`src/inc/lin_cfg_pkg.sv`:
```
`default_nettype none

package lin_cfg_pkg;
    // Register indices; byte address is four times the index
    localparam logic [7:0] IDX_SIZE = 8'h0b;
    localparam logic [7:0] IDX_DIV = 8'h0c;
    localparam logic [7:0] IDX_MUL = 8'h0d;
    localparam logic [7:0] IDX_ID = 8'h0e;
    // Reset values
    localparam logic [7:0] SIZE_RESET = 8'h00;
    localparam logic [7:0] DIV_RESET = 8'hff;
    localparam logic [7:0] MUL_RESET = 8'hff;
    localparam logic [7:0] ID_RESET = 8'h00;
    // Field positions
    localparam int CHK_MODE_BIT = 7;
    localparam int LEN_MSB = 3;
    localparam int DIV_HIGH_BIT = 0;
    localparam int MUL_LSB = 1;
    localparam int MUL_MSB = 5;
    localparam int PRE_LSB = 6;
    localparam int PRE_MSB = 7;
    localparam int ID_MSB = 5;
    localparam int ID_LEN_LSB = 4;
    // Length code meanings
    localparam logic [3:0] LEN_CODE_MAX = 4'h8;
    localparam logic [3:0] LEN_CODE_IDENT = 4'hf;
    localparam logic [3:0] LEN_IDENT_SHORT = 4'h2;
    localparam logic [3:0] LEN_IDENT_MID = 4'h4;
    localparam logic [3:0] LEN_IDENT_LONG = 4'h8;

    // Frame engine events towards this block
    typedef struct packed {
        logic start;
        logic [7:0] pid;
        logic data_valid;
        logic [7:0] data;
        logic chk_valid;
        logic [7:0] chk;
    } frame_in_s;

    // Per-frame settings latched at frame start
    typedef struct packed {
        logic [3:0] byte_count;
        logic enhanced;
        logic [5:0] ident;
    } frame_cfg_s;

    // Rate generation settings
    typedef struct packed {
        logic [8:0] divider;
        logic [4:0] multiplier;
        logic [1:0] prescale;
    } rate_cfg_s;
endpackage

`default_nettype wire

```
`src/hdl/lin_frame_rate_config.sv`:
```
// What this block does
// - Mode 0: checksum sums data bytes only
// - Mode 1: checksum also includes protected identifier
// - Size bits 6:4 read zero, writes ignored
// - Length codes 0-8 give 0-8 bytes
// - Code 1111 takes length from identifier
// - Identifier bits 5:4 give 2,2,4,8 bytes
// - Identifier six bits; bits 7:6 read zero
// - Divider is nine bits, top from multiplier
// - Multiplier used only in master mode
// - Prescaler bits 7:6 feed rate generation
// - Flag error when received checksum mismatches
//
// Design decision made here: register access over AHB-Lite.
`timescale 1ns/1ns
`default_nettype none

module lin_frame_rate_config (
    input wire logic hclk,
    input wire logic hresetn,
    input wire logic hsel,
    input wire logic [31:0] haddr,
    input wire logic [1:0] htrans,
    input wire logic hwrite,
    input wire logic [2:0] hsize,
    input wire logic [31:0] hwdata,
    input wire logic hready,
    output logic hreadyout,
    output logic hresp,
    output logic [31:0] hrdata,
    input wire logic master_mode,
    input wire lin_cfg_pkg::frame_in_s frame_in,
    output lin_cfg_pkg::frame_cfg_s frame_cfg,
    output lin_cfg_pkg::rate_cfg_s rate_cfg,
    output logic [7:0] checksum_value,
    output logic checksum_error
);

    // Bus data phase states
    typedef enum logic [1:0] {
        st_idle,
        st_write,
        st_read_wait,
        st_read_done
    } bus_state_e;

    bus_state_e state; // Current data phase
    bus_state_e next_state; // Following data phase
    logic take; // Address phase accepted this edge
    logic [7:0] addr_idx; // Register index of the pending access
    logic addr_hit; // Upper address bits were zero
    logic chk_mode; // Checksum mode select
    logic [3:0] len_code; // Data length code
    logic [7:0] div_low; // Low divider bits
    logic [7:0] mul_reg; // Prescale, multiplier and divider top bit
    logic [5:0] ident; // Frame identifier bits
    logic [7:0] sum; // Running checksum sum with end-around carry
    logic [7:0] next_sum; // Sum after this edge's start or data byte
    logic [7:0] rd_mux; // Read value selected by index

    // Effective data length for a length code and identifier
    function automatic logic [3:0] eff_len(input logic [3:0] code, input logic [5:0] id);
        logic [1:0] top;
        top = id[lin_cfg_pkg::ID_MSB:lin_cfg_pkg::ID_LEN_LSB];
        if (code == lin_cfg_pkg::LEN_CODE_IDENT) begin
            unique case (top)
                2'b10: return lin_cfg_pkg::LEN_IDENT_MID;
                2'b11: return lin_cfg_pkg::LEN_IDENT_LONG;
                default: return lin_cfg_pkg::LEN_IDENT_SHORT;
            endcase
        end else if (code > lin_cfg_pkg::LEN_CODE_MAX) begin
            // Reserved codes clamp to the largest field
            return lin_cfg_pkg::LEN_CODE_MAX;
        end else begin
            return code;
        end
    endfunction

    // Eight-bit add with the carry folded back in
    function automatic logic [7:0] add_carry(input logic [7:0] a, input logic [7:0] b);
        logic [8:0] s;
        s = {1'b0, a} + {1'b0, b};
        return s[7:0] + {7'h00, s[8]};
    endfunction

    // Only nonseq and seq transfers are taken, idle and busy are not; responses are always OKAY
    assign take = hsel && hready && htrans[1];
    assign hresp = 1'b0;
    // Reads hold the bus one cycle while the data register loads
    assign hreadyout = (state != st_read_wait);

    // Next data phase
    always_comb begin
        next_state = st_idle;
        unique case (state)
            st_read_wait: begin
                next_state = st_read_done;
            end
            st_idle, st_write, st_read_done: begin
                if (take) begin
                    next_state = hwrite ? st_write : st_read_wait;
                end
            end
        endcase
    end

    // Data phase state register
    always_ff @(posedge hclk or negedge hresetn) begin
        if (!hresetn) begin
            state <= st_idle;
        end else begin
            state <= next_state;
        end
    end

    // Address phase capture
    always_ff @(posedge hclk or negedge hresetn) begin
        if (!hresetn) begin
            addr_idx <= 8'h00;
            addr_hit <= 1'b0;
        end else if (take) begin
            addr_idx <= haddr[9:2];
            addr_hit <= (haddr[31:10] == 22'h000000);
        end
    end

    // Size register: mode bit and length code; bits 6:4 are not stored
    always_ff @(posedge hclk or negedge hresetn) begin
        if (!hresetn) begin
            chk_mode <= lin_cfg_pkg::SIZE_RESET[lin_cfg_pkg::CHK_MODE_BIT];
            len_code <= lin_cfg_pkg::SIZE_RESET[lin_cfg_pkg::LEN_MSB:0];
        end else if (state == st_write && addr_hit && addr_idx == lin_cfg_pkg::IDX_SIZE) begin
            chk_mode <= hwdata[lin_cfg_pkg::CHK_MODE_BIT];
            len_code <= hwdata[lin_cfg_pkg::LEN_MSB:0];
        end
    end

    // Divider low bits
    always_ff @(posedge hclk or negedge hresetn) begin
        if (!hresetn) begin
            div_low <= lin_cfg_pkg::DIV_RESET;
        end else if (state == st_write && addr_hit && addr_idx == lin_cfg_pkg::IDX_DIV) begin
            div_low <= hwdata[7:0];
        end
    end

    // Multiplier register, all eight bits writable
    always_ff @(posedge hclk or negedge hresetn) begin
        if (!hresetn) begin
            mul_reg <= lin_cfg_pkg::MUL_RESET;
        end else if (state == st_write && addr_hit && addr_idx == lin_cfg_pkg::IDX_MUL) begin
            mul_reg <= hwdata[7:0];
        end
    end

    // Identifier, six bits stored
    always_ff @(posedge hclk or negedge hresetn) begin
        if (!hresetn) begin
            ident <= lin_cfg_pkg::ID_RESET[lin_cfg_pkg::ID_MSB:0];
        end else if (state == st_write && addr_hit && addr_idx == lin_cfg_pkg::IDX_ID) begin
            ident <= hwdata[lin_cfg_pkg::ID_MSB:0];
        end
    end

    // Read value; unused bits and unmapped addresses read zero
    always_comb begin
        rd_mux = 8'h00;
        if (addr_hit) begin
            unique case (addr_idx)
                lin_cfg_pkg::IDX_SIZE: rd_mux = {chk_mode, 3'h0, len_code};
                lin_cfg_pkg::IDX_DIV: rd_mux = div_low;
                lin_cfg_pkg::IDX_MUL: rd_mux = mul_reg;
                lin_cfg_pkg::IDX_ID: rd_mux = {2'h0, ident};
                default: rd_mux = 8'h00;
            endcase
        end
    end

    // Read data register, loaded in the wait cycle
    always_ff @(posedge hclk or negedge hresetn) begin
        if (!hresetn) begin
            hrdata <= 32'h00000000;
        end else if (state == st_read_wait) begin
            hrdata <= {24'h000000, rd_mux};
        end
    end

    // Per-frame settings, taken only at frame start
    always_ff @(posedge hclk or negedge hresetn) begin
        if (!hresetn) begin
            frame_cfg <= '0;
        end else if (frame_in.start) begin
            frame_cfg.byte_count <= eff_len(len_code, ident);
            frame_cfg.enhanced <= chk_mode;
            frame_cfg.ident <= ident;
        end
    end

    // Rate settings; multiplier forced to zero outside master mode
    always_ff @(posedge hclk or negedge hresetn) begin
        if (!hresetn) begin
            rate_cfg.divider <= {lin_cfg_pkg::MUL_RESET[lin_cfg_pkg::DIV_HIGH_BIT],
                                 lin_cfg_pkg::DIV_RESET};
            rate_cfg.multiplier <= 5'h00;
            rate_cfg.prescale <= lin_cfg_pkg::MUL_RESET[lin_cfg_pkg::PRE_MSB:lin_cfg_pkg::PRE_LSB];
        end else begin
            rate_cfg.divider <= {mul_reg[lin_cfg_pkg::DIV_HIGH_BIT], div_low};
            rate_cfg.multiplier <= master_mode ?
                mul_reg[lin_cfg_pkg::MUL_MSB:lin_cfg_pkg::MUL_LSB] : 5'h00;
            rate_cfg.prescale <= mul_reg[lin_cfg_pkg::PRE_MSB:lin_cfg_pkg::PRE_LSB];
        end
    end

    // Next running sum, seeded by mode at frame start; start wins over a byte
    always_comb begin
        next_sum = sum;
        if (frame_in.start) begin
            // Enhanced seeds with the identifier, classic with zero
            next_sum = chk_mode ? frame_in.pid : 8'h00;
        end else if (frame_in.data_valid) begin
            next_sum = add_carry(sum, frame_in.data);
        end
    end

    // Checksum accumulator
    always_ff @(posedge hclk or negedge hresetn) begin
        if (!hresetn) begin
            sum <= 8'h00;
        end else begin
            sum <= next_sum;
        end
    end

    // Checksum to send, kept in its own flop as the inverted sum
    always_ff @(posedge hclk or negedge hresetn) begin
        if (!hresetn) begin
            checksum_value <= 8'hff;
        end else begin
            checksum_value <= ~next_sum;
        end
    end

    // Mismatch pulse one cycle after the received checksum
    always_ff @(posedge hclk or negedge hresetn) begin
        if (!hresetn) begin
            checksum_error <= 1'b0;
        end else begin
            checksum_error <= frame_in.chk_valid && (frame_in.chk != ~sum);
        end
    end
endmodule // lin_frame_rate_config

`default_nettype wire

```
`config.mk`:
```
export PLATFORM = sky130hd
export DESIGN_NAME = lin_frame_rate_config
export DESIGN_NICKNAME = d
export VERILOG_FILES = /design/src/inc/lin_cfg_pkg.sv /design/src/hdl/lin_frame_rate_config.sv
export SDC_FILE = /design/constraint.sdc
export NUM_CORES = 1
export LEC_CHECK = 0
export BUFFER_PORTS_ARGS = -buffer_cell sky130_fd_sc_hd__buf_2
export CORE_ASPECT_RATIO = 1.4
export CORE_MARGIN = 2
export CORE_UTILIZATION = 45
export DETAILED_ROUTE_END_ITERATION = 8
export MAX_ROUTING_LAYER = met4
export PLACE_DENSITY = 0.75
export SLEW_MARGIN = 30
export SYNTH_ARGS = -nofsm -noshare
export SYNTH_HDL_FRONTEND = slang
export SYNTH_SLANG_ARGS = --single-unit
export TNS_END_PERCENT = 100
```
`constraint.sdc`:
```
create_clock -name hclk -period 4.2 [get_ports hclk]
set_input_delay 0.84 -clock hclk [delete_from_list [all_inputs] [get_ports hclk]]
set_output_delay 0.84 -clock hclk [all_outputs]
set_load 0.1 [all_outputs]
```
# ---- Yosys cells after proc, flatten, opt, wreduce, memory -nomap -nowiden
# Cells that the tools add are included.
dict set report op_classes {
  reduce_logical 11
  n_eq_ne 12
  bitwise 2
  order_cmp 1
  n_addsub 2
  mux 12
}
# operator n
set ops {}
lappend ops {{$eq A8 B4 Y1 const B} 4}
lappend ops {{$mux W8} 4}
lappend ops {{$pmux W8 S4} 1}
lappend ops {{$logic_not A22 Y1} 1}
lappend ops {{$not A8 Y8} 2}
lappend ops {{$add A8 B8 Y9} 1}
lappend ops {{$add A8 B1 Y8} 1}
lappend ops {{$eq A2 B2 Y1 const B} 4}
lappend ops {{$logic_and A1 B1 Y1} 8}
lappend ops {{$mux W4} 2}
lappend ops {{$ne A8 B8 Y1} 1}
lappend ops {{$pmux W4 S2} 1}
lappend ops {{$mux W5} 1}
lappend ops {{$eq A4 B4 Y1 const B} 1}
lappend ops {{$gt A4 B4 Y1 const B} 1}
lappend ops {{$mux W2} 2}
lappend ops {{$pmux W2 S2} 1}
lappend ops {{$reduce_or A3 Y1} 1}
lappend ops {{$eq A2 B1 Y1 const B} 1}
lappend ops {{$logic_not A2 Y1} 1}
lappend ops {{$ne A2 B2 Y1 const B} 1}
dict set report word_totals {
  output_inout_bits 70
  wordCells 58
  inputBits 102
  reg_bits 90
}

# ---- Longest topological paths before layout
# Gate-level depths: netlist of the first run.
dict set report depth {
  ltp_word 5
  depth_mapped 14
  depth_no_buf 14
}

# ---- Least setup slack after synthesis of the first run
# OpenSTA, ideal clock, no wires.
dict set report synth_timing {
  path_type {input port to flip-flop}
  start {input port frame_in[9] (netlist name)}
  end {register checksum_value[7]}
  path_buffers 0
  arrival_ns 3.307
  setup_time_ns 0.061
  t_required_ns 4.139
  stages 13
  path_slack_ns 0.831
  path_cell_list {ha_1 > fa_1 > a211oi_2 > o21ai_0 > a21oi_1 > o21bai_1 > ha_1 > o2111ai_1 > nor4_2 > a2111o_1 > nand3_1 > mux2i_1 > and2_1}
}
dict set report synth_via {
  elab_chain_len 5
}
# element line_no
set synth_lines {}
lappend synth_lines {{from (decl)} lin_frame_rate_config.sv:32} ;# input wire lin_cfg_pkg::frame_in_s frame_in,
lappend synth_lines {{$add A8 B8 Y9} lin_frame_rate_config.sv:82} ;# s = {1'b0, a} + {1'b0, b};
lappend synth_lines {{$add A8 B1 Y8} lin_frame_rate_config.sv:83} ;# return s[7:0] + {7'h00, s[8]};
lappend synth_lines {{$mux W8} lin_frame_rate_config.sv:220} ;# end else if (frame_in.data_valid) begin
lappend synth_lines {{$mux W8} lin_frame_rate_config.sv:217} ;# if (frame_in.start) begin
lappend synth_lines {{$not A8 Y8} lin_frame_rate_config.sv:239} ;# checksum_value <= ~next_sum;
lappend synth_lines {{to (signal assigned)} lin_frame_rate_config.sv:239}
lappend synth_lines {{to (decl)} lin_frame_rate_config.sv:35} ;# output logic [7:0] checksum_value,
# Every way passes these cells.
# A chain may end at the register's enable or synchronous reset.

# ---- Worst setup path in the final report of the first run
# Ends and elaborated chain as after synthesis.

==> impl_metrics.env, run 1 <==
export IMPL_firstDrtPassIters=6
export IMPL_cp_startpoint="frame_in[9]"
export IMPL_cap_violations=0
export IMPL_h_tree_depth=3
export IMPL_end_kind="register"
export IMPL_top_register="rate_cfg"
export IMPL_synth_avg_cell_area_um2=12.3
export IMPL_finalMaxSlewViolations=0
export IMPL_crit_cells=14
export IMPL_die_w_um=87.3
export IMPL_min_period_ns=3.55
export IMPL_crit_fanout=3
export IMPL_p_int_mw=1.74
export IMPL_worstPathCellList="buf_2, ha_1, fa_1, a211oi_2, o21ai_0, a21oi_1, o21bai_1, ha_1, o2111ai_1, nor4_2, a2111o_1, nand3_1, mux2i_1, and2_1"
export IMPL_power_density_nw_per_um2=497
export IMPL_core_um2=9460
export IMPL_place_detailed_hpwl_um=7210
export IMPL_seqPwrFrac_pct=37.9
export IMPL_die_area_um2=10500
export IMPL_antenna_found_initial=0
export IMPL_cts_hold_buf=0
export IMPL_cpMostUsedCell="ha_1"
export IMPL_crit_type="in -> reg"
export IMPL_grt_max_degree=91
export IMPL_comb_power_share_pct=27.2
export IMPL_fill_cells=815
export IMPL_ys_warn_count=0
export IMPL_r2r_start="sum[0]"
export IMPL_drive_gt1_share_pct=46.2
export IMPL_drtAntennaViolNets=0
export IMPL_vias=3092
export IMPL_initial_core_util_pct=46.2
export IMPL_tightest_slew_ns=0.803
export IMPL_wirelength_um=9560
export IMPL_r2r_end="checksum_value[7]"
export IMPL_synthArstFlopShare_pct=100
export IMPL_overflow=0
export IMPL_rrSetupSlack_ns=0.83
export IMPL_area_delta_synth_final_pct=21.2
export IMPL_ctsResizeCount=0
export IMPL_top_regs="rate_cfg: 16 flops, frame_cfg: 11 flops"
export IMPL_cts_sinks=90
export IMPL_fmax_mhz=281
export IMPL_swShare_pct=34.0
export IMPL_post_cts_setup_buffers=0
export IMPL_syn_inst=356
export IMPL_worstPathArrival_ns=3.84
export IMPL_grt_pass1_vias=3129
export IMPL_p_leak_nw=2.56
export IMPL_synthFlopType="dfrtp_1"
export IMPL_largest_reg_flops=16
export IMPL_grt_pass1_wl_um=15300
export IMPL_port_buffers=116
export IMPL_hold_class="reg -> reg"
export IMPL_finalHoldViolations=0
export IMPL_relSlewSlack_pct=46.1
export IMPL_die_y_um=121
export IMPL_clock_skew_ns=0.00945
export IMPL_synth_distinct_cells=57
export IMPL_viasPerCell=5.26
export IMPL_globalplace_congestion=0.866
export IMPL_cp_num_buf_inv=1
export IMPL_finalSetupViolCount=0
export IMPL_cp_required_ns=4.48
export IMPL_rsz0062_at_grt="no"
export IMPL_cts_tree="yes"
export IMPL_ir_worst_vdd_uv=281
export IMPL_max_stage_delay_ns=0.46
export IMPL_critPathSlowestCell="fa_1"
export IMPL_ff2ff_path_depth=13
export IMPL_drt_iter0_markers=119
export IMPL_synthesis_area_um2=4370
export IMPL_cts_buffers_inserted=9
export IMPL_diodes=0
export IMPL_fin_tns_setup_ns=0
export IMPL_clk_path_buf_depth=2
export IMPL_ys_seq_area_share_pct=52.5
export IMPL_rows=42
export IMPL_power_mw=2.63
export IMPL_cp_start_kind="primary input"
export IMPL_cts_clk_slew_worst_paths_ns=0.06
export IMPL_grt_usage_pct=19.6
export IMPL_synth_seq_cells=90
export IMPL_fin_crit_sh_pct=84.6
export IMPL_clock_root_buffer="clkbuf_16"
export IMPL_drcViolationCount=0
export IMPL_status="finished clean"
export IMPL_io_pins=172
export IMPL_power_frac_clock_pct=35.0
export IMPL_synth_edff_count=0
export IMPL_cp_endpoint="checksum_value[7]"
export IMPL_p_sw_mw=0.897
export IMPL_wire_per_inst_um=16.3
export IMPL_crit_family="compound AO/OA/AOI/OAI gates"
export IMPL_fin_nets=586
export IMPL_clk_latency_ns=0.34
[metrics by stage]
step,area [µm²],utilization (%),cells,hold WS (ns),worst slack (ns)
2_1_floorplan,4460,-,380,0.359,0.831
3_3_place_gp,4950,52.3,572,0.364,0.348
3_5_place_dp,4950,52.3,572,0.367,0.303
4_1_cts,5300,56.0,588,0.376,0.630
5_1_grt,5300,56.0,588,0.380,0.457
6_report,5300,56.0,588,0.374,0.646
[worst min path at each step]
| stage | from | end | slack (ns) | cells after the start |
|---|---|---|---|---|
| 4_1_cts | div_low[0] | rate_cfg[7] | 0.38 | 0 |
| 3_3_place_gp | div_low[5] | rate_cfg[12] | 0.36 | 0 |
| 2_1_floorplan | div_low[4] | rate_cfg[11] | 0.36 | 0 |
| 6_report | div_low[6] | rate_cfg[13] | 0.37 | 0 |
| 3_5_place_dp | div_low[7] | rate_cfg[14] | 0.37 | 0 |
| 5_1_grt | div_low[6] | rate_cfg[13] | 0.38 | 0 |
[layer usage]
layer  share of wire [%]  GRT usage [%]  vias up
li1                    -              -     1467
met1                  40           22.3     1485
met2                  52           32.8      113
met3                 4.9           2.80       27
met4                 2.8           10.6        0
met5                   0              -        -
[layout make-up]
type,count,area (µm²),share of cell area (%)
flip-flops and latches,90,2300,43.3
well taps,110,138,2.60
clock inverters,5,103,1.94
inverters,9,33.8,0.638
clock buffers,11,243,4.58
repair buffers,116,587,11.1
multi-input cells,247,1900,35.8
[cell families after synthesis]
logic type | share of synthesized area (%)
DFF | 52.5
and+or+nand+nor | 12.0
AOI/OAI and AO/OA | 9.96
muxes | 12.6
buffers and inverters | 6.13
xor gates and xnor gates | 3.38
adders and majority gates | 3.32
other | 0.0858
[cell usage after synthesis, types with 5 or more instances]
cell,count,share of area [%]
mux2_4,5,1.7
a22oi_1,7,1.2
nor4_1,6,0.86
dfstp_2,35,21
inv_1,9,0.77
nand3_1,7,0.80
buf_4,26,4.5
a221oi_1,5,1.0
dfrtp_1,55,31
nor3_1,5,0.57
xnor2_1,11,2.2
ha_1,10,2.9
o21ai_0,14,1.6
a21oi_1,5,0.57
nand2_1,19,1.6
mux2_2,36,9.3
and2_1,8,1.1
mux2i_1,7,1.6
o21a_1,5,0.86
nor2_1,19,1.6
[power by group through the flow]
| stage | clock [mW] | sequential [mW] | combinational [mW] |
|---|---|---|---|
| after floorplan | 0 | 1.16 | 0.439 |
| after global placement | 0 | 1.01 | 0.702 |
| after detailed placement | 0 | 1.01 | 0.715 |
| after CTS | 0.942 | 0.998 | 0.719 |
| after global routing | 0.972 | 1.00 | 0.770 |
| final | 0.920 | 0.997 | 0.716 |
[cell usage in the layout (no fill, tap or decap), types with 3 or more instances in the layout]
master     count
buf_2        115
dfrtp_1       55
mux2_2        36
dfstp_2       35
conb_1        25
nor2_1        19
nand2_1       19
o21ai_0       14
xnor2_1       11
ha_1          10
inv_1          9
clkbuf_16      9
and2_1         8
nand3_1        7
mux2i_1        7
a22oi_1        7
nor4_1         6
o21a_1         5
a21oi_1        5
nor3_1         5
a221oi_1       5
mux2_4         5
xor2_1         4
a21o_1         4
nor4_4         3
bufinv_16      3
No activity file was read; power rests on OpenSTA's default activity.
==> run 2: changes to the inputs <==
--- a/config.mk
+++ b/config.mk
@@ -8,10 +8,10 @@
 export BUFFER_PORTS_ARGS = -buffer_cell sky130_fd_sc_hd__buf_2
 export CORE_ASPECT_RATIO = 1.4
 export CORE_MARGIN = 2
-export CORE_UTILIZATION = 45
+export CORE_UTILIZATION = 44
 export DETAILED_ROUTE_END_ITERATION = 8
 export MAX_ROUTING_LAYER = met4
-export PLACE_DENSITY = 0.75
+export PLACE_DENSITY = 0.76
 export SLEW_MARGIN = 30
 export SYNTH_ARGS = -nofsm -noshare
 export SYNTH_HDL_FRONTEND = slang
==> constraint.sdc (replaced) <==
create_clock -name hclk -period 2.9 [get_ports hclk]
set_input_delay 0.58 -clock hclk [delete_from_list [all_inputs] [get_ports hclk]]
set_output_delay 0.58 -clock hclk [all_outputs]
set_load 0.1 [all_outputs]
==> run 2 against run 1 <==
  * Sequential power increased by 44%
  * Die area increased by 2.2%
  * Count of clock-buffer cells in the layout unchanged
  * Combinational power increased by 75%
  * Clock power increased by 42%
  * Global-route usage increased by 0.84 points
  * Critical path depth decreased by 1
  * Hold slack got worse by 0.089 ns
  * Routed wire length increased by 6.2%
  * Flip-flop and latch count unchanged
  * Register-to-register slack got worse by 0.77 ns
==> impl_metrics.env, run 2 (synthesized netlist as in run 1, its figures left out) <==
export IMPL_status="finished clean"
export IMPL_place_inst=619
export IMPL_clock_root_buffer="clkbuf_16"
export IMPL_tightest_slew_ns=0.750
export IMPL_crit_family="compound AO/OA/AOI/OAI gates"
export IMPL_drive_gt1_share_pct=51.7
export IMPL_comb_power_share_pct=31.2
export IMPL_hold_class="in -> async"
export IMPL_drt_iter0_markers=137
export IMPL_die_area_um2=10800
export IMPL_diodes=0
export IMPL_port_buffers=116
export IMPL_finalHoldViolations=0
export IMPL_cp_start_kind="register"
export IMPL_grt_max_degree=86
export IMPL_initial_core_util_pct=44.6
export IMPL_min_period_ns=2.84
export IMPL_ir_worst_vdd_uv=403
export IMPL_power_density_nw_per_um2=709
export IMPL_fin_nets=611
export IMPL_end_kind="register"
export IMPL_cp_startpoint="sum[0]"
export IMPL_overflow=0
export IMPL_vias=3251
export IMPL_critPathSlowestCell="dfrtp_1"
export IMPL_viasPerCell=5.10
export IMPL_firstDrtPassIters=4
export IMPL_swShare_pct=34.7
export IMPL_r2r_start="sum[0]"
export IMPL_clock_skew_ns=0.00553
export IMPL_power_frac_clock_pct=32.8
export IMPL_area_delta_synth_final_pct=29.0
export IMPL_worstPathArrival_ns=3.12
export IMPL_drcViolationCount=0
export IMPL_wire_per_inst_um=15.9
export IMPL_cp_num_buf_inv=0
export IMPL_finalMaxSlewViolations=0
export IMPL_cts_hold_buf=0
export IMPL_rsz0062_at_grt="yes"
export IMPL_worstPathCellList="ha_4, fa_2, a211oi_4, o21ai_2, a21oi_2, o21bai_4, ha_4, o2111ai_4, nor4_4, a2111o_1, nand3_2, mux2i_2, and2_1"
export IMPL_globalplace_congestion=0.829
export IMPL_core_um2=9790
export IMPL_clk_latency_ns=0.34
export IMPL_finalSetupViolCount=0
export IMPL_p_leak_nw=2.69
export IMPL_antenna_found_initial=0
export IMPL_fin_crit_sh_pct=97.9
export IMPL_cts_clk_slew_worst_paths_ns=0.06
export IMPL_clk_path_buf_depth=2
export IMPL_rows=43
export IMPL_top_regs="rate_cfg: 16 flops, frame_cfg: 11 flops"
export IMPL_die_y_um=122
export IMPL_p_sw_mw=1.39
export IMPL_grt_pass1_wl_um=16300
export IMPL_drtAntennaViolNets=0
export IMPL_h_tree_depth=3
export IMPL_top_register="rate_cfg"
export IMPL_cp_required_ns=3.18
export IMPL_die_w_um=88.2
export IMPL_grt_usage_pct=20.4
export IMPL_crit_type="reg -> reg"
export IMPL_cts_sinks=90
export IMPL_cap_violations=0
export IMPL_fin_cells=638
export IMPL_cpMostUsedCell="ha_4"
export IMPL_relSlewSlack_pct=49.8
export IMPL_seqPwrFrac_pct=36.0
export IMPL_final_common_cell="buf_2"
export IMPL_max_stage_delay_ns=0.41
export IMPL_io_pins=172
export IMPL_cts_tree="yes"
export IMPL_place_detailed_hpwl_um=7630
export IMPL_fmax_mhz=352
export IMPL_layout_common_cells="115 x buf_2, 55 x dfrtp_1, 36 x mux2_2"
export IMPL_p_int_mw=2.61
export IMPL_largest_reg_flops=16
export IMPL_crit_fanout=3
export IMPL_cts_buffers_inserted=9
export IMPL_power_mw=3.99
export IMPL_grt_pass1_vias=3420
export IMPL_wirelength_um=10100
-- run 2: cell types whose count changed in the layout (fill, tap and decap cells not counted), moves of 2 or more --
cell / before / now
a21oi_1: 5 / 3
a21oi_2: 1 / 3
buf_4: 0 / 24
ha_1: 10 / 7
ha_4: 0 / 3
nand3_1: 7 / 5
nand3_2: 0 / 2
-- run 2: path summary, 6_finish.rpt --
check / end / slack [ns] / depth (start not counted)
worst max-delay path: checksum_value[7] / 0.06 / 13
worst min-delay path: hrdata[2] / 0.28 / 1
worst max register to register: checksum_value[7] / 0.06 / 13
worst min register to register: rate_cfg[13] / 0.37 / 0
max in group asynchronous: div_low[6] / 1.96 / 2
min in group hclk: rate_cfg[13] / 0.37 / 0
-- run 2: layout make-up --
class	instances	area (µm²)
Fill cell	865	4150
Timing Repair Buffer	141	778
Inverter	9	33.8
Multi-Input combinational cell	247	2030
Tap cell	135	169
Clock buffer	11	233
Sequential cell	90	2300
Clock inverter	5	103
-- run 2: power groups by stage --
| stage | logic, mW | clock network (mW) | registers (mW) |
|---|---|---|---|
| after detailed placement | 1.14 | 0 | 1.46 |
| after global placement | 1.13 | 0 | 1.45 |
| after global routing | 1.33 | 1.39 | 1.45 |
| after floorplan | 0.648 | 0 | 1.68 |
| after CTS | 1.17 | 1.34 | 1.44 |
| final | 1.25 | 1.31 | 1.44 |
-- run 2: per-stage QoR --
step	TNS (ns)	hold slack (ns)	setup slack (ns)	area [µm²]	utilization (%)
after floorplan	0	0.284	0.0403	4480	-
after global placement	-3.45	0.364	-0.411	5170	52.8
after detailed placement	-3.48	0.366	-0.414	5170	52.8
after CTS	0	0.317	0.000409	5530	56.5
after global routing	-0.124	0.353	-0.0492	5640	57.6
final	0	0.285	0.0605	5640	57.6
-- run 2: repair_timing --
action	in CTS	in global routing
setup buffers	0	3
endpoints found under the hold margin	0	0
setup endpoints to repair	8	10
resized for setup	6	13
pin swaps	2	9
-- run 2: metal layers --
| layer | track usage (%) | part of all wire [%] |
|---|---|---|
| met5 | - | 0 |
| met4 | 9.75 | 2.9 |
| met3 | 3.32 | 4.7 |
| met2 | 35.2 | 54 |
| met1 | 22.7 | 39 |
==> run 3: changes to the inputs <==
--- a/config.mk
+++ b/config.mk
@@ -5,13 +5,15 @@
 export SDC_FILE = /design/constraint.sdc
 export NUM_CORES = 1
 export LEC_CHECK = 0
+export ABC_AREA = 1
 export BUFFER_PORTS_ARGS = -buffer_cell sky130_fd_sc_hd__buf_2
 export CORE_ASPECT_RATIO = 1.4
 export CORE_MARGIN = 2
-export CORE_UTILIZATION = 44
+export CORE_UTILIZATION = 45
 export DETAILED_ROUTE_END_ITERATION = 8
 export MAX_ROUTING_LAYER = met4
-export PLACE_DENSITY = 0.76
+export PLACE_DENSITY = 0.77
+export RECOVER_POWER = 100
 export SLEW_MARGIN = 30
 export SYNTH_ARGS = -nofsm -noshare
 export SYNTH_HDL_FRONTEND = slang
==> run 3 against run 2 <==
  * Area after synthesis grew 3.3%
  * Worst setup slack gained 0.19 ns
  * Count of clock-buffer cells in the layout shrank 2
  * Hold slack gained 0.10 ns
  * Flip-flop and latch count is the same
  * Combinational power shrank 20%
  * Design area shrank 6.1%
  * Clock power shrank 11%
  * Non-clock buffer count shrank 21
  * Power shrank 10%
  * Critical path depth grew 5
==> impl_metrics.env, run 3 <==
export IMPL_clock_skew_ns=0.00933
export IMPL_crit_fanout=3
export IMPL_synthTopCellsByCount="153 x nand2_1, 58 x inv_1, 55 x dfrtp_1"
export IMPL_viasPerCell=4.82
export IMPL_cts_hold_buf=0
export IMPL_vias=3715
export IMPL_overflow=0
export IMPL_synth_edff_count=0
export IMPL_syn_inst=507
export IMPL_fin_nets=743
export IMPL_synthesis_area_um2=4520
export IMPL_rows=43
export IMPL_status="finished clean"
export IMPL_grt_pass1_vias=3721
export IMPL_antenna_found_initial=0
export IMPL_end_kind="register"
export IMPL_ys_warn_count=0
export IMPL_grt_usage_pct=20.8
export IMPL_synthXorXnorAreaFrac_pct=1.16
export IMPL_die_y_um=123
export IMPL_drcViolationCount=0
export IMPL_die_area_um2=10900
export IMPL_diodes=0
export IMPL_synth_seq_cells=90
export IMPL_finalMaxSlewViolations=0
export IMPL_synth_top_family_by_area="simple AND/OR/NAND/NOR gates"
export IMPL_rrSetupSlack_ns=0.25
export IMPL_ys_seq_area_share_pct=50.8
export IMPL_hold_class="reg -> reg"
export IMPL_firstDrtPassIters=4
export IMPL_layout_common_cells="157 x nand2_1, 69 x buf_2, 60 x inv_1"
export IMPL_max_stage_delay_ns=0.41
export IMPL_synth_top_area_cell="dfrtp_1"
export IMPL_cts_clk_slew_worst_paths_ns=0.07
export IMPL_synthFlopType="dfrtp_1"
export IMPL_drive_gt1_share_pct=21.1
export IMPL_synthSimpleGateAreaFrac_pct=23.0
export IMPL_synthArstFlopShare_pct=100
export IMPL_drtAntennaViolNets=0
export IMPL_h_tree_depth=3
export IMPL_clock_root_buffer="clkbuf_16"
export IMPL_worstPathArrival_ns=2.88
export IMPL_fin_util_pct=53.7
export IMPL_initial_core_util_pct=45.9
export IMPL_area_delta_synth_final_pct=17.2
export IMPL_relSlewSlack_pct=21.5
export IMPL_synthMuxAreaShare_pct=0
export IMPL_cts_tree="yes"
export IMPL_cpMostUsedCell="nand2_1"
export IMPL_synth_compound_area_share_pct=10.6
export IMPL_synth_most_common_cell="nand2_1"
export IMPL_synth_distinct_cells=43
export IMPL_synthAdderAreaFrac_pct=3.21
export IMPL_synth_top_area_share_pct=30.5
export IMPL_io_pins=172
export IMPL_wirelength_um=10500
export IMPL_top_regs="rate_cfg: 16 flops, frame_cfg: 11 flops"
export IMPL_ys_top_cells_by_area="dfrtp_1 30%, dfstp_2 20%, nand2_1 13%, inv_1 4.8%, buf_4 4.2%"
export IMPL_tightest_slew_ns=1.18
export IMPL_synth_avg_cell_area_um2=8.91
export IMPL_fmax_mhz=377
export IMPL_top_register="rate_cfg"
export IMPL_cp_required_ns=3.13
export IMPL_finalHoldViolations=0
export IMPL_p_leak_nw=2.80
export IMPL_power_density_nw_per_um2=677
export IMPL_finalSetupViolCount=0
export IMPL_worstPathCellList="ha_1, fa_1, nand2_1, nand2_1, nand3_1, nand2_1, a21oi_1, o21bai_1, ha_1, ha_1, inv_1, nor2_1, nand2_2, nor2_4, nand2_1, nand2_1, nand3_1, nand2_2"
export IMPL_cp_start_kind="register"
export IMPL_cap_violations=0
export IMPL_post_cts_setup_buffers=0
export IMPL_cts_buffers_inserted=9
export IMPL_ctsResizeCount=0
export IMPL_port_buffers=116
export IMPL_core_um2=9850
export IMPL_largest_reg_flops=16
export IMPL_rsz0062_at_grt="no"
export IMPL_crit_type="reg -> reg"
export IMPL_globalplace_congestion=0.885
export IMPL_place_detailed_hpwl_um=8090
export IMPL_timing_hold_ws_ns=0.388
export IMPL_critPathSlowestCell="dfrtp_1"
export IMPL_min_period_ns=2.65
export IMPL_cts_sinks=90
export IMPL_die_w_um=88.7
export IMPL_ir_worst_vdd_uv=419
export IMPL_grt_pass1_wl_um=16800
export IMPL_fin_crit_sh_pct=91.4
export IMPL_clk_latency_ns=0.34
export IMPL_grt_max_degree=48
export IMPL_drt_iter0_markers=174
export IMPL_wire_per_inst_um=13.6
export IMPL_clk_path_buf_depth=2
export IMPL_final_common_cell="nand2_1"
run 3: changes by cell type after synthesis, moves of 8 or more:
cell,change
nand2_1,+134
inv_1,+49
mux2_2,-36
o21ai_2,+14
nand3_1,+13
inv_2,+10
nand2_2,+10
o21ai_1,+9
and2_1,-8
run 3: power by group:
group	internal (mW)	switching, mW
Sequential	1.36	0.0600
Clock	0.673	0.491
Combinational	0.215	0.781
Total	2.25	1.33
run 3: critical path: cells and delay by family (launching register included):
family / cells / cell delay [ns]
adder cells (fa/ha/maj): 4 / 1.04
flip-flops: 1 / 0.41
AO/OA/AOI/OAI: 2 / 0.25
AND/OR/NAND/NOR: 11 / 0.77
buffers and inverters: 1 / 0.06
run 3: cells by family (layout without fill, tap and decap cells):
kind of cell               after synthesis  count (layout)
and+or+nand+nor                        229             229
buffers and inverters                  100             204
DFF                                     90              90
AOI/OAI and AO/OA                       70              70
adders and majority gates               11              11
xor gates and xnor gates                 6               6
other                                    1              25
run 3: final timing paths:
| kind | from | end | cells past startpoint |
|---|---|---|---|
| worst max-delay path | sum[0] | register | 18 |
| worst min-delay path | div_low[0] | rate_cfg[7] | 0 |
| worst max register to register | sum[0] | register | 18 |
| worst min register to register | div_low[0] | rate_cfg[7] | 0 |
| max in group asynchronous | hresetn | frame_cfg[4] | 2 |
| min in group asynchronous | hresetn | frame_cfg[1] | 1 |
run 3: cell type report:
class                   count  area (µm²)
well taps                 135         169
flip-flops and latches     90        2300
inverters                  68         255
clock inverters             7        77.6
fillers                   951        4550
multi-input cells         341        1720
clock buffers               9         225
repair buffers            120         551
run 3: metrics by stage:
stage | total power [mW] | cell area [µm²] | instances | setup slack, ns | TNS, ns
floorplan | 2.27 | 4610 | 531 | 0.267 | 0
global placement | 2.45 | 5150 | 754 | 0.0178 | 0
detailed placement | 2.47 | 5150 | 754 | -0.0551 | -0.160
CTS | 3.63 | 5460 | 770 | 0.243 | 0
global route | 3.75 | 5290 | 770 | 0.0235 | 0
finish | 3.58 | 5290 | 770 | 0.249 | 0
run 3: metal layers:
layer  global-route usage (%)  vias to the layer above  routed length, µm
li1                         -                     1817                  -
met1                     23.3                     1735               4140
met2                     35.8                      141               5520
met3                     4.10                       22                581
met4                     8.14                        0                228
met5                        -                        -                  0
